[src/verilog/dma_ch_pkg.sv]
// Package for one DMA channel's control and status logic.
// Assumes a single clock domain and an AXI4-Lite register bus.
package dma_ch_pkg;

  // Register byte offsets
  localparam logic [11:0] READ_ADDR_OFFSET = 12'h1c0;
  localparam logic [11:0] WRITE_ADDR_OFFSET = 12'h1c4;
  localparam logic [11:0] TRANS_COUNT_OFFSET = 12'h1c8;
  localparam logic [11:0] CTRL_OFFSET = 12'h1cc;

  // Control and status field positions
  localparam int AGG_ERR_BIT = 31;
  localparam int READ_ERR_BIT = 30;
  localparam int WRITE_ERR_BIT = 29;
  localparam int BUSY_BIT = 24;
  localparam int SNIFF_BIT = 23;
  localparam int REVERSE_BIT = 22;
  localparam int QUIET_BIT = 21;
  localparam int PACE_LSB = 15;
  localparam int NEXT_LSB = 11;
  localparam int RING_SEL_BIT = 10;
  localparam int RING_SIZE_LSB = 6;
  localparam int WRITE_ADV_BIT = 5;
  localparam int READ_ADV_BIT = 4;
  localparam int SIZE_LSB = 2;
  localparam int PRIORITY_BIT = 1;
  localparam int ENABLE_BIT = 0;

  // Reset values and own channel number
  localparam logic [23:0] CTRL_RESET = 24'h003800;
  localparam logic [3:0] OWN_CHANNEL = 4'h7;
  localparam logic [31:0] ADDR_RESET = 32'h0000_0000;

  // Pacing codes
  localparam logic [5:0] PACE_LAST_PERIPHERAL_DATA_REQUEST = 6'h3a;
  localparam logic [5:0] PACE_TIMER0 = 6'h3b;
  localparam logic [5:0] PACE_TIMER3 = 6'h3e;
  localparam logic [5:0] PACE_ALWAYS = 6'h3f;

  // Transfer widths
  localparam logic [1:0] SIZE_BYTE = 2'h0;
  localparam logic [1:0] SIZE_HALF = 2'h1;
  localparam logic [1:0] SIZE_WORD = 2'h2;

  // AXI responses
  localparam logic [1:0] RESP_OKAY = 2'h0;
  localparam logic [1:0] RESP_SLVERR = 2'h2;

  typedef enum logic [2:0] {
    ST_IDLE = 3'b001,
    ST_READ = 3'b010,
    ST_WRITE = 3'b100
  } engine_e;

  // Memory request carrier
  typedef struct packed {
    logic valid;
    logic [31:0] addr;
    logic [1:0] size;
    logic [31:0] data;
  } mem_req_s;

  // Memory response carrier
  typedef struct packed {
    logic done;
    logic err;
    logic [31:0] data;
  } mem_rsp_s;

endpackage

[src/verilog/dma_channel_control_status.sv]
// Control, status and a minimal transfer engine for DMA channel 7.
// Assumes memory responses and pacing inputs come from logic on ref_clk.
//
// Summary of operation
// - Bit 31 reads OR of both errors
// - Bus error halts channel, always interrupts
// - Bit 30 set on read error, W1C
// - Read pointer within 0..3 transfers of fault
// - Bit 29 set on write error, W1C
// - Write pointer within 0..5 transfers of fault
// - Busy rises on start, falls at end
// - Disable while busy pauses, busy stays
// - Tap feeds checksum when selected and enabled
// - Byte reversal per transfer width
// - Quiet mode: interrupt on null trigger or bus error
// - Pacing codes select request, 0x3f permanent
// - Codes 0x3b..0x3e select timers 0..3
// - Completion triggers next channel unless self
// - Wrap select picks read or write
// - Wrap size n keeps upper bits fixed
// - Write advance bit steps write pointer
// - Read advance bit steps read pointer
// - Width field: byte, halfword, word steps
// - Preferred flag offered to issue scheduler
// - Preferred flag never touches bus priority
// - Enable gates triggers and transfer issue
//
// Implementation choice: the AXI4-Lite slave port.
`timescale 1ns/1ps

module dma_channel_control_status #(
  parameter int PERIPHERAL_DATA_REQUEST_COUNT = 59,
  parameter bit HAS_TIMER23 = 1'b1,
  parameter int COUNT_WIDTH = 32
) (
  // Clock and reset
  input wire logic ref_clk,
  input wire logic rst_b,
  // AXI4-Lite write address and data
  input wire logic [11:0] s_axi_awaddr,
  input wire logic s_axi_awvalid,
  output logic s_axi_awready,
  input wire logic [31:0] s_axi_wdata,
  input wire logic [3:0] s_axi_wstrb,
  input wire logic s_axi_wvalid,
  output logic s_axi_wready,
  // AXI4-Lite write response
  output logic [1:0] s_axi_bresp,
  output logic s_axi_bvalid,
  input wire logic s_axi_bready,
  // AXI4-Lite read
  input wire logic [11:0] s_axi_araddr,
  input wire logic s_axi_arvalid,
  output logic s_axi_arready,
  output logic [31:0] s_axi_rdata,
  output logic [1:0] s_axi_rresp,
  output logic s_axi_rvalid,
  input wire logic s_axi_rready,
  // Pacing sources
  input wire logic [PERIPHERAL_DATA_REQUEST_COUNT-1:0] peripheralDataRequest,
  input wire logic [3:0] timerRequest,
  // Chaining
  input wire logic chainTriggerIn,
  output logic [15:0] chainTriggerOut,
  // Memory side
  output dma_ch_pkg::mem_req_s readReq,
  input wire dma_ch_pkg::mem_rsp_s readRsp,
  output dma_ch_pkg::mem_req_s writeReq,
  input wire dma_ch_pkg::mem_rsp_s writeRsp,
  // Checksum tap
  input wire logic sniffEnable,
  input wire logic [3:0] sniffChannel,
  output logic sniffValid,
  output logic [31:0] sniffData,
  // Scheduler and interrupt
  output logic preferred,
  output logic channelIrq,
  output logic busy
);
  import dma_ch_pkg::*;

  typedef struct packed {
    logic [23:0] ctrl;
    logic readErr;
    logic writeErr;
    logic busy;
    engine_e st;
    logic [31:0] readPtr;
    logic [31:0] writePtr;
    logic [COUNT_WIDTH-1:0] countReload;
    logic [COUNT_WIDTH-1:0] remaining;
    logic [31:0] dataHold;
    mem_req_s rdReq;
    mem_req_s wrReq;
    logic awHeld;
    logic [11:0] awAddr;
    logic wHeld;
    logic [31:0] wData;
    logic [3:0] wStrb;
    logic bValid;
    logic [1:0] bResp;
    logic rValid;
    logic [31:0] rData;
    logic [1:0] rResp;
    logic [15:0] chainOut;
    logic sniffValid;
    logic [31:0] sniffData;
    logic irq;
  } state_s;

  state_s s_q;
  state_s s_d;

  logic paceReq;
  logic [5:0] paceCode;
  logic [31:0] strobeMask;
  logic [31:0] ctrlView;

  // Next pointer value, honouring width, advance and wrap
  function automatic logic [31:0] stepAddr(
    input logic [31:0] addr,
    input logic [1:0] size,
    input logic advance,
    input logic ringOn,
    input logic [3:0] ringSize
  );
    logic [31:0] step;
    logic [31:0] sum;
    logic [31:0] mask;
    step = 32'h0000_0001 << size;
    sum = addr + step;
    mask = (32'h0000_0001 << ringSize) - 32'h0000_0001;
    if (!advance) begin
      stepAddr = addr;
    end else if (ringOn && ringSize != 4'h0) begin
      stepAddr = (addr & ~mask) | (sum & mask);
    end else begin
      stepAddr = sum;
    end
  endfunction

  // Lane ordering for the written data
  function automatic logic [31:0] reorder(input logic [31:0] d, input logic [1:0] size, input logic rev);
    if (!rev || size == SIZE_BYTE) begin
      reorder = d;
    end else if (size == SIZE_HALF) begin
      reorder = {d[31:16], d[7:0], d[15:8]};
    end else begin
      reorder = {d[7:0], d[15:8], d[23:16], d[31:24]};
    end
  endfunction

  always_comb begin
    paceCode = s_q.ctrl[PACE_LSB +: 6];
    paceReq = 1'b0;
    if (paceCode <= PACE_LAST_PERIPHERAL_DATA_REQUEST) begin
      if (int'(paceCode) < PERIPHERAL_DATA_REQUEST_COUNT) begin
        paceReq = peripheralDataRequest[paceCode];
      end
    end else if (paceCode == PACE_ALWAYS) begin
      paceReq = 1'b1;
    end else if (paceCode <= PACE_TIMER3) begin
      // Timers 2 and 3 optional; absent ones never request
      if (HAS_TIMER23 || paceCode <= PACE_TIMER0 + 6'h1) begin
        paceReq = timerRequest[2'(paceCode - PACE_TIMER0)];
      end
    end
  end

  assign ctrlView = {s_q.readErr | s_q.writeErr, s_q.readErr, s_q.writeErr, 4'h0, s_q.busy, s_q.ctrl};

  always_comb begin
    for (int i = 0; i < 4; i++) begin
      strobeMask[i*8 +: 8] = {8{s_q.wStrb[i]}};
    end
  end

  always_comb begin
    logic trig;
    logic nullTrig;
    logic doWrite;
    logic [31:0] merged;
    trig = 1'b0;
    nullTrig = 1'b0;
    doWrite = s_q.awHeld && s_q.wHeld && !s_q.bValid;
    merged = 32'h0000_0000;
    s_d = s_q;
    s_d.chainOut = 16'h0000;
    s_d.sniffValid = 1'b0;
    s_d.irq = 1'b0;

    // Register writes
    if (s_axi_awvalid && s_axi_awready) begin
      s_d.awHeld = 1'b1;
      s_d.awAddr = s_axi_awaddr;
    end
    if (s_axi_wvalid && s_axi_wready) begin
      s_d.wHeld = 1'b1;
      s_d.wData = s_axi_wdata;
      s_d.wStrb = s_axi_wstrb;
    end
    if (s_q.bValid && s_axi_bready) begin
      s_d.bValid = 1'b0;
    end
    if (doWrite) begin
      s_d.awHeld = 1'b0;
      s_d.wHeld = 1'b0;
      s_d.bValid = 1'b1;
      s_d.bResp = RESP_OKAY;
      if (s_q.awAddr[11:2] == READ_ADDR_OFFSET[11:2]) begin
        merged = (s_q.readPtr & ~strobeMask) | (s_q.wData & strobeMask);
        s_d.readPtr = merged;
      end else if (s_q.awAddr[11:2] == WRITE_ADDR_OFFSET[11:2]) begin
        merged = (s_q.writePtr & ~strobeMask) | (s_q.wData & strobeMask);
        s_d.writePtr = merged;
      end else if (s_q.awAddr[11:2] == TRANS_COUNT_OFFSET[11:2]) begin
        merged = (32'(s_q.countReload) & ~strobeMask) | (s_q.wData & strobeMask);
        s_d.countReload = COUNT_WIDTH'(merged);
      end else if (s_q.awAddr[11:2] == CTRL_OFFSET[11:2]) begin
        merged = (32'(s_q.ctrl) & ~strobeMask) | (s_q.wData & strobeMask);
        s_d.ctrl = merged[23:0];
        if (s_q.wStrb[3] && s_q.wData[READ_ERR_BIT]) begin
          s_d.readErr = 1'b0;
        end
        if (s_q.wStrb[3] && s_q.wData[WRITE_ERR_BIT]) begin
          s_d.writeErr = 1'b0;
        end
        // Writing the control word is itself a trigger
        if (s_q.wData == 32'h0000_0000 && s_q.wStrb == 4'hf) begin
          nullTrig = 1'b1;
        end else begin
          trig = 1'b1;
        end
      end else begin
        s_d.bResp = RESP_SLVERR;
      end
    end

    // Register reads
    if (s_q.rValid && s_axi_rready) begin
      s_d.rValid = 1'b0;
    end
    if (s_axi_arvalid && s_axi_arready) begin
      s_d.rValid = 1'b1;
      s_d.rResp = RESP_OKAY;
      if (s_axi_araddr[11:2] == READ_ADDR_OFFSET[11:2]) begin
        s_d.rData = s_q.readPtr;
      end else if (s_axi_araddr[11:2] == WRITE_ADDR_OFFSET[11:2]) begin
        s_d.rData = s_q.writePtr;
      end else if (s_axi_araddr[11:2] == TRANS_COUNT_OFFSET[11:2]) begin
        s_d.rData = 32'(s_q.remaining);
      end else if (s_axi_araddr[11:2] == CTRL_OFFSET[11:2]) begin
        s_d.rData = ctrlView;
      end else begin
        s_d.rData = 32'h0000_0000;
        s_d.rResp = RESP_SLVERR;
      end
    end

    // null trigger ends a quiet chain
    if (nullTrig && s_q.ctrl[QUIET_BIT]) begin
      s_d.irq = 1'b1;
    end

    // busy rises on a new sequence
    if ((trig || chainTriggerIn) && s_d.ctrl[ENABLE_BIT] && !s_q.busy) begin
      s_d.busy = 1'b1;
      s_d.remaining = s_d.countReload;
    end

    case (s_q.st)
      ST_IDLE: begin
        // paused channel keeps busy, issues nothing
        if (s_q.busy && s_q.ctrl[ENABLE_BIT]) begin
          if (s_q.remaining == '0) begin
            s_d.busy = 1'b0;
            s_d.irq = !s_q.ctrl[QUIET_BIT];
            if (s_q.ctrl[NEXT_LSB +: 4] != OWN_CHANNEL) begin
              s_d.chainOut[s_q.ctrl[NEXT_LSB +: 4]] = 1'b1;
            end
          end else if (paceReq) begin
            s_d.st = ST_READ;
            s_d.rdReq.valid = 1'b1;
            s_d.rdReq.addr = s_q.readPtr;
            s_d.rdReq.size = s_q.ctrl[SIZE_LSB +: 2];
            s_d.rdReq.data = 32'h0000_0000;
          end
        end
      end
      ST_READ: begin
        if (readRsp.done) begin
          s_d.rdReq.valid = 1'b0;
          if (readRsp.err) begin
            // pointer left at the faulting address
            s_d.readErr = 1'b1;
            s_d.busy = 1'b0;
            s_d.irq = 1'b1;
            s_d.st = ST_IDLE;
          end else begin
            // wrap on reads when select is 0
            s_d.readPtr = stepAddr(s_q.readPtr, s_q.ctrl[SIZE_LSB +: 2], s_q.ctrl[READ_ADV_BIT],
                                   !s_q.ctrl[RING_SEL_BIT], s_q.ctrl[RING_SIZE_LSB +: 4]);
            s_d.dataHold = reorder(readRsp.data, s_q.ctrl[SIZE_LSB +: 2], s_q.ctrl[REVERSE_BIT]);
            s_d.wrReq.valid = 1'b1;
            s_d.wrReq.addr = s_q.writePtr;
            s_d.wrReq.size = s_q.ctrl[SIZE_LSB +: 2];
            s_d.wrReq.data = reorder(readRsp.data, s_q.ctrl[SIZE_LSB +: 2], s_q.ctrl[REVERSE_BIT]);
            s_d.st = ST_WRITE;
          end
        end
      end
      ST_WRITE: begin
        if (writeRsp.done) begin
          s_d.wrReq.valid = 1'b0;
          s_d.st = ST_IDLE;
          if (writeRsp.err) begin
            // pointer left at the faulting address
            s_d.writeErr = 1'b1;
            s_d.busy = 1'b0;
            s_d.irq = 1'b1;
          end else begin
            // wrap keeps the upper address bits
            s_d.writePtr = stepAddr(s_q.writePtr, s_q.ctrl[SIZE_LSB +: 2], s_q.ctrl[WRITE_ADV_BIT],
                                    s_q.ctrl[RING_SEL_BIT], s_q.ctrl[RING_SIZE_LSB +: 4]);
            s_d.remaining = s_q.remaining - COUNT_WIDTH'(1);
            if (s_q.ctrl[SNIFF_BIT] && sniffEnable && sniffChannel == OWN_CHANNEL) begin
              s_d.sniffValid = 1'b1;
              s_d.sniffData = s_q.dataHold;
            end
          end
        end
      end
      default: begin
        s_d.st = ST_IDLE;
      end
    endcase
  end

  always_ff @(posedge ref_clk or negedge rst_b) begin
    if (!rst_b) begin
      s_q <= '0;
      s_q.ctrl <= CTRL_RESET;
      s_q.st <= ST_IDLE;
      s_q.readPtr <= ADDR_RESET;
      s_q.writePtr <= ADDR_RESET;
    end else begin
      s_q <= s_d;
    end
  end

  // Ready only while the one-deep holding slot is free
  assign s_axi_awready = !s_q.awHeld && !s_q.bValid;
  assign s_axi_wready = !s_q.wHeld && !s_q.bValid;
  assign s_axi_arready = !s_q.rValid;
  assign s_axi_bvalid = s_q.bValid;
  assign s_axi_bresp = s_q.bResp;
  assign s_axi_rvalid = s_q.rValid;
  assign s_axi_rdata = s_q.rData;
  assign s_axi_rresp = s_q.rResp;

  assign readReq = s_q.rdReq;
  assign writeReq = s_q.wrReq;
  assign chainTriggerOut = s_q.chainOut;
  assign sniffValid = s_q.sniffValid;
  assign sniffData = s_q.sniffData;
  // preferred flag to the issue scheduler
  assign preferred = s_q.ctrl[PRIORITY_BIT];
  assign channelIrq = s_q.irq;
  assign busy = s_q.busy;

endmodule
[config.mk]
export PLATFORM = sky130hd
export DESIGN_NAME = dma_channel_control_status
export DESIGN_NICKNAME = d
export VERILOG_FILES = /design/src/verilog/dma_ch_pkg.sv /design/src/verilog/dma_channel_control_status.sv
export SDC_FILE = /design/constraint.sdc
export NUM_CORES = 1
export LEC_CHECK = 0
export ABC_AREA = 1
export ABC_CLOCK_PERIOD_IN_PS = 5790
export BUFFER_PORTS_ARGS = -buffer_cell sky130_fd_sc_hd__buf_2
export CAP_MARGIN = 10
export CORE_MARGIN = 5
export CORE_UTILIZATION = 41
export CTS_CLUSTER_DIAMETER = 30
export DETAILED_ROUTE_END_ITERATION = 16
export MAX_ROUTING_LAYER = met4
export SYNTH_ARGS = -nofsm -noshare
export SYNTH_HDL_FRONTEND = slang
export SYNTH_SLANG_ARGS = --single-unit
[constraint.sdc]
create_clock -name ref_clk -period 5.79 [get_ports ref_clk]
set_clock_uncertainty 0.15 [all_clocks]
set_input_delay 1.737 -clock ref_clk [delete_from_list [all_inputs] [get_ports ref_clk]]
set_output_delay 1.737 -clock ref_clk [all_outputs]
set_load 0.1 [all_outputs]
==> flow_summary.yaml <==
drt:
  wirelength_mm: 89.5
  drt_iter0_markers: 2342
  drtPass1Iterations: 6
  wire_per_inst_microns: 20.9
  vias_per_cell: 5.34
  routed-via-count: 22800
  ant_nets: 0
  drc: 0
sta:
  min_period_over_period: 0.692
  relSlewSlack: 0.336
  final-hold-violation-count: 0
  setup_violations: 0
  timing.setup.tns_ps: 0
  fmax_mhz: 250
  period_minus_slack_ps: 4010
  worst_pin_slew_ps: 995
  grt_setup_unrepaired: "false"
  slew_violations: 0
  worst_slack_ps: 1780
cts:
  clk_pin_slew_ps: 40
  cts-root-buf: "clkbuf_16"
  cts_buffers: 99
  cts_resized: 0
  cts_tree: "done"
  htreeDepth: 3
  clock_path_buffers: 3
  cts-hold-fix-buffers: 0
  cts_setup_buffers: 0
  cts.sinks: 393
  insertion_delay_ps: 640
yosys:
  synth.top_cell.area_share: 0.406
  synth_edf_count: 0
  async_flop_share: 1.00
  syn_inst: 3245
  synth_flop_cell: "dfrtp_1"
  synth_area_leader_cell: "dfrtp_1"
  seq_area_frac_synth: 0.411
  synth.most_common_cell: "nand2_1"
  syn_avg_cell_area_sq_um: 7.39
  ys_ff_latch: 393
  synth_cell_type_count: 61
  synth_area_leaders: "dfrtp_1 (41%), nand2_1 (11%), o21ai_0 (7.3%)"
  yosysWarnings: 0
  synth_area_sq_um: 24000
  ys_top_cells_by_count: "nand2_1 (723), dfrtp_1 (389), inv_1 (371)"
power:
  total_power_uw: 10800
  leakage_uw: 0.0143
  power_density_nw_per_um2: 382
  peakVddDrop_uv: 230
global_routing:
  grt_usage: 0.278
  first_global_vias: 20800
  grt-ovfl-total: 0
  grt_max_degree: 104
  antenna_found_initial: 6
  grt_pass1_wl_mm: 132
worst_setup_path:
  r2r-end: "s_q[424]$_DFFE_PN0P_"
  required_ps: 6180
  crit_path_frequent_cell: "nand2_1"
  worstRegToRegCells: 14
  r2r_slack_ps: 1780
  path_class: "reg2reg"
  arrival_ps: 4400
  cpPeakStageDelay_ps: 620
  rr_startpoint: "ctrlView[2]$_DFFE_PN0P_"
  slowest_stage: "fa_1"
  cp-start-kind: "register"
  crit_chain: "inv_1 > nor2_1 > inv_1 > fa_1 > nand3b_1 > nand2_1 > nand2_1 > nor2_2 > nand2_1 > nor2_1 > nand4_1 > o21ai_0 > o211ai_1 > a21oi_1"
  end_kind: "register"
  crit_fanout: 34
status:
  status: "finished, final reports clean"
floorplan:
  die_x_microns: 252
  start_util: 0.415
  boundaryPins: 431
  dieHeight_microns: 252
  die_area_sq_um: 63400
  core_area_sq_um: 57800
  core.rowCount: 88
place:
  gp_congestion: 1.02
  pre_cts_ws_ps: 1630
  io_buffers: 359
  dp_hpwl_mm: 67.2
min_path:
  holdCritStartpoint: "readReq[66]$_DFFE_PN0P_"
  hold_class: "reg2reg"
  hold_depth: 2
  whs_endpoint: "readReq[66]$_DFFE_PN0P_"
finish:
  syn_to_final_growth_pct: 18.1
  layout.nets: 3636
  drive_above_1_share: 0.190
  fillers: 5863
flow_run:
  drv_cap: 0
[worst max-delay path: cells and delay by family, from the launching register on]
kind                       cells  cell delay [ps]
and+or+nand+nor                8             1390
buffers and inverters          2              770
AOI/OAI and AO/OA              3              480
adders and majority gates      1              620
DFF                            1              500
[flip-flops by register name (all words and copies together), names as in the netlist]
register and flops:
s_q 179, writeReq 67, readReq 35, s_axi_rdata 32, sniffData 32, ctrlView 25, chainTriggerOut 15, busy 1
channelIrq 1, preferred 1, s_axi_bresp 1, s_axi_bvalid 1, s_axi_rresp 1, s_axi_rvalid 1, sniffValid 1
[cells by family after synthesis]
family / Yosys count / synth area share
AND/OR/NAND/NOR: 1332 / 0.237
buffers and inverters: 739 / 0.157
AO/OA/AOI/OAI: 731 / 0.174
flip-flops: 393 / 0.411
XOR/XNOR: 26 / 0.00950
adder cells (fa/ha/maj): 15 / 0.00846
multiplexers: 8 / 0.00371
other: 1 / 0.000156
[worst max path at each step]
stage / startpoint / end / cells after the start
floorplan: s_axi_bvalid$_DFFE_PN0P_ / s_axi_awready / 1
global placement: writeRsp[33] / sniffData[7]$_DFFE_PN0P_ / 9
detailed placement: writeRsp[33] / sniffData[11]$_DFFE_PN0P_ / 9
CTS: ctrlView[2]$_DFFE_PN0P_ / s_q[424]$_DFFE_PN0P_ / 14
global route: ctrlView[2]$_DFFE_PN0P_ / s_q[424]$_DFFE_PN0P_ / 14
finish: ctrlView[2]$_DFFE_PN0P_ / s_q[424]$_DFFE_PN0P_ / 14
[cell usage in the layout (no fill, tap or decap), types with 34 or more instances in the layout]
| cell | instances |
|---|---|
| nand2_1 | 721 |
| dfrtp_1 | 389 |
| inv_1 | 370 |
| buf_2 | 358 |
| o21ai_0 | 349 |
| nor2_1 | 275 |
| a21oi_1 | 172 |
| nand3_1 | 168 |
| clkbuf_16 | 102 |
| nand4_1 | 58 |
| nor3_1 | 48 |
| o211ai_1 | 47 |
| conb_1 | 35 |
| o21ai_2 | 34 |
[cell type report]
| type | count | area (sq um) | share of cell area |
|---|---|---|---|
| antenna | 7 | 17.5 | 0.000619 |
| clock buffer | 134 | 2820 | 0.0997 |
| inverter | 386 | 1450 | 0.0513 |
| timing repair buffer | 390 | 2080 | 0.0734 |
| tap | 765 | 957 | 0.0338 |
| clock inverter | 51 | 607 | 0.0214 |
| multi-input combinational | 2147 | 10500 | 0.372 |
| sequential | 393 | 9840 | 0.348 |
[metrics by stage]
step / utilization / std cells / cell area [sq um] / hold WS [ps]
after floorplan: - / 3279 / 24100 / 293
after global placement: 0.430 / 4081 / 24900 / 303
after detailed placement: 0.430 / 4081 / 24900 / 309
after CTS: 0.489 / 4266 / 28300 / 319
after global routing: 0.490 / 4272 / 28300 / 338
final: 0.490 / 4273 / 28300 / 319
[layer usage]
metal	track usage	vias to the layer above	routed length, microns
met5	-	-	0
met4	0.119	0	4130
met3	0.0536	189	7860
met2	0.406	1012	39300
met1	0.380	10800	38200
li1	-	10800	-
[power by group]
group	internal (uW)	switching, uW
clock	3840	1750
sequential	3000	367
combinational	382	1470
total	7220	3590
No activity file was read; power rests on OpenSTA's default activity.
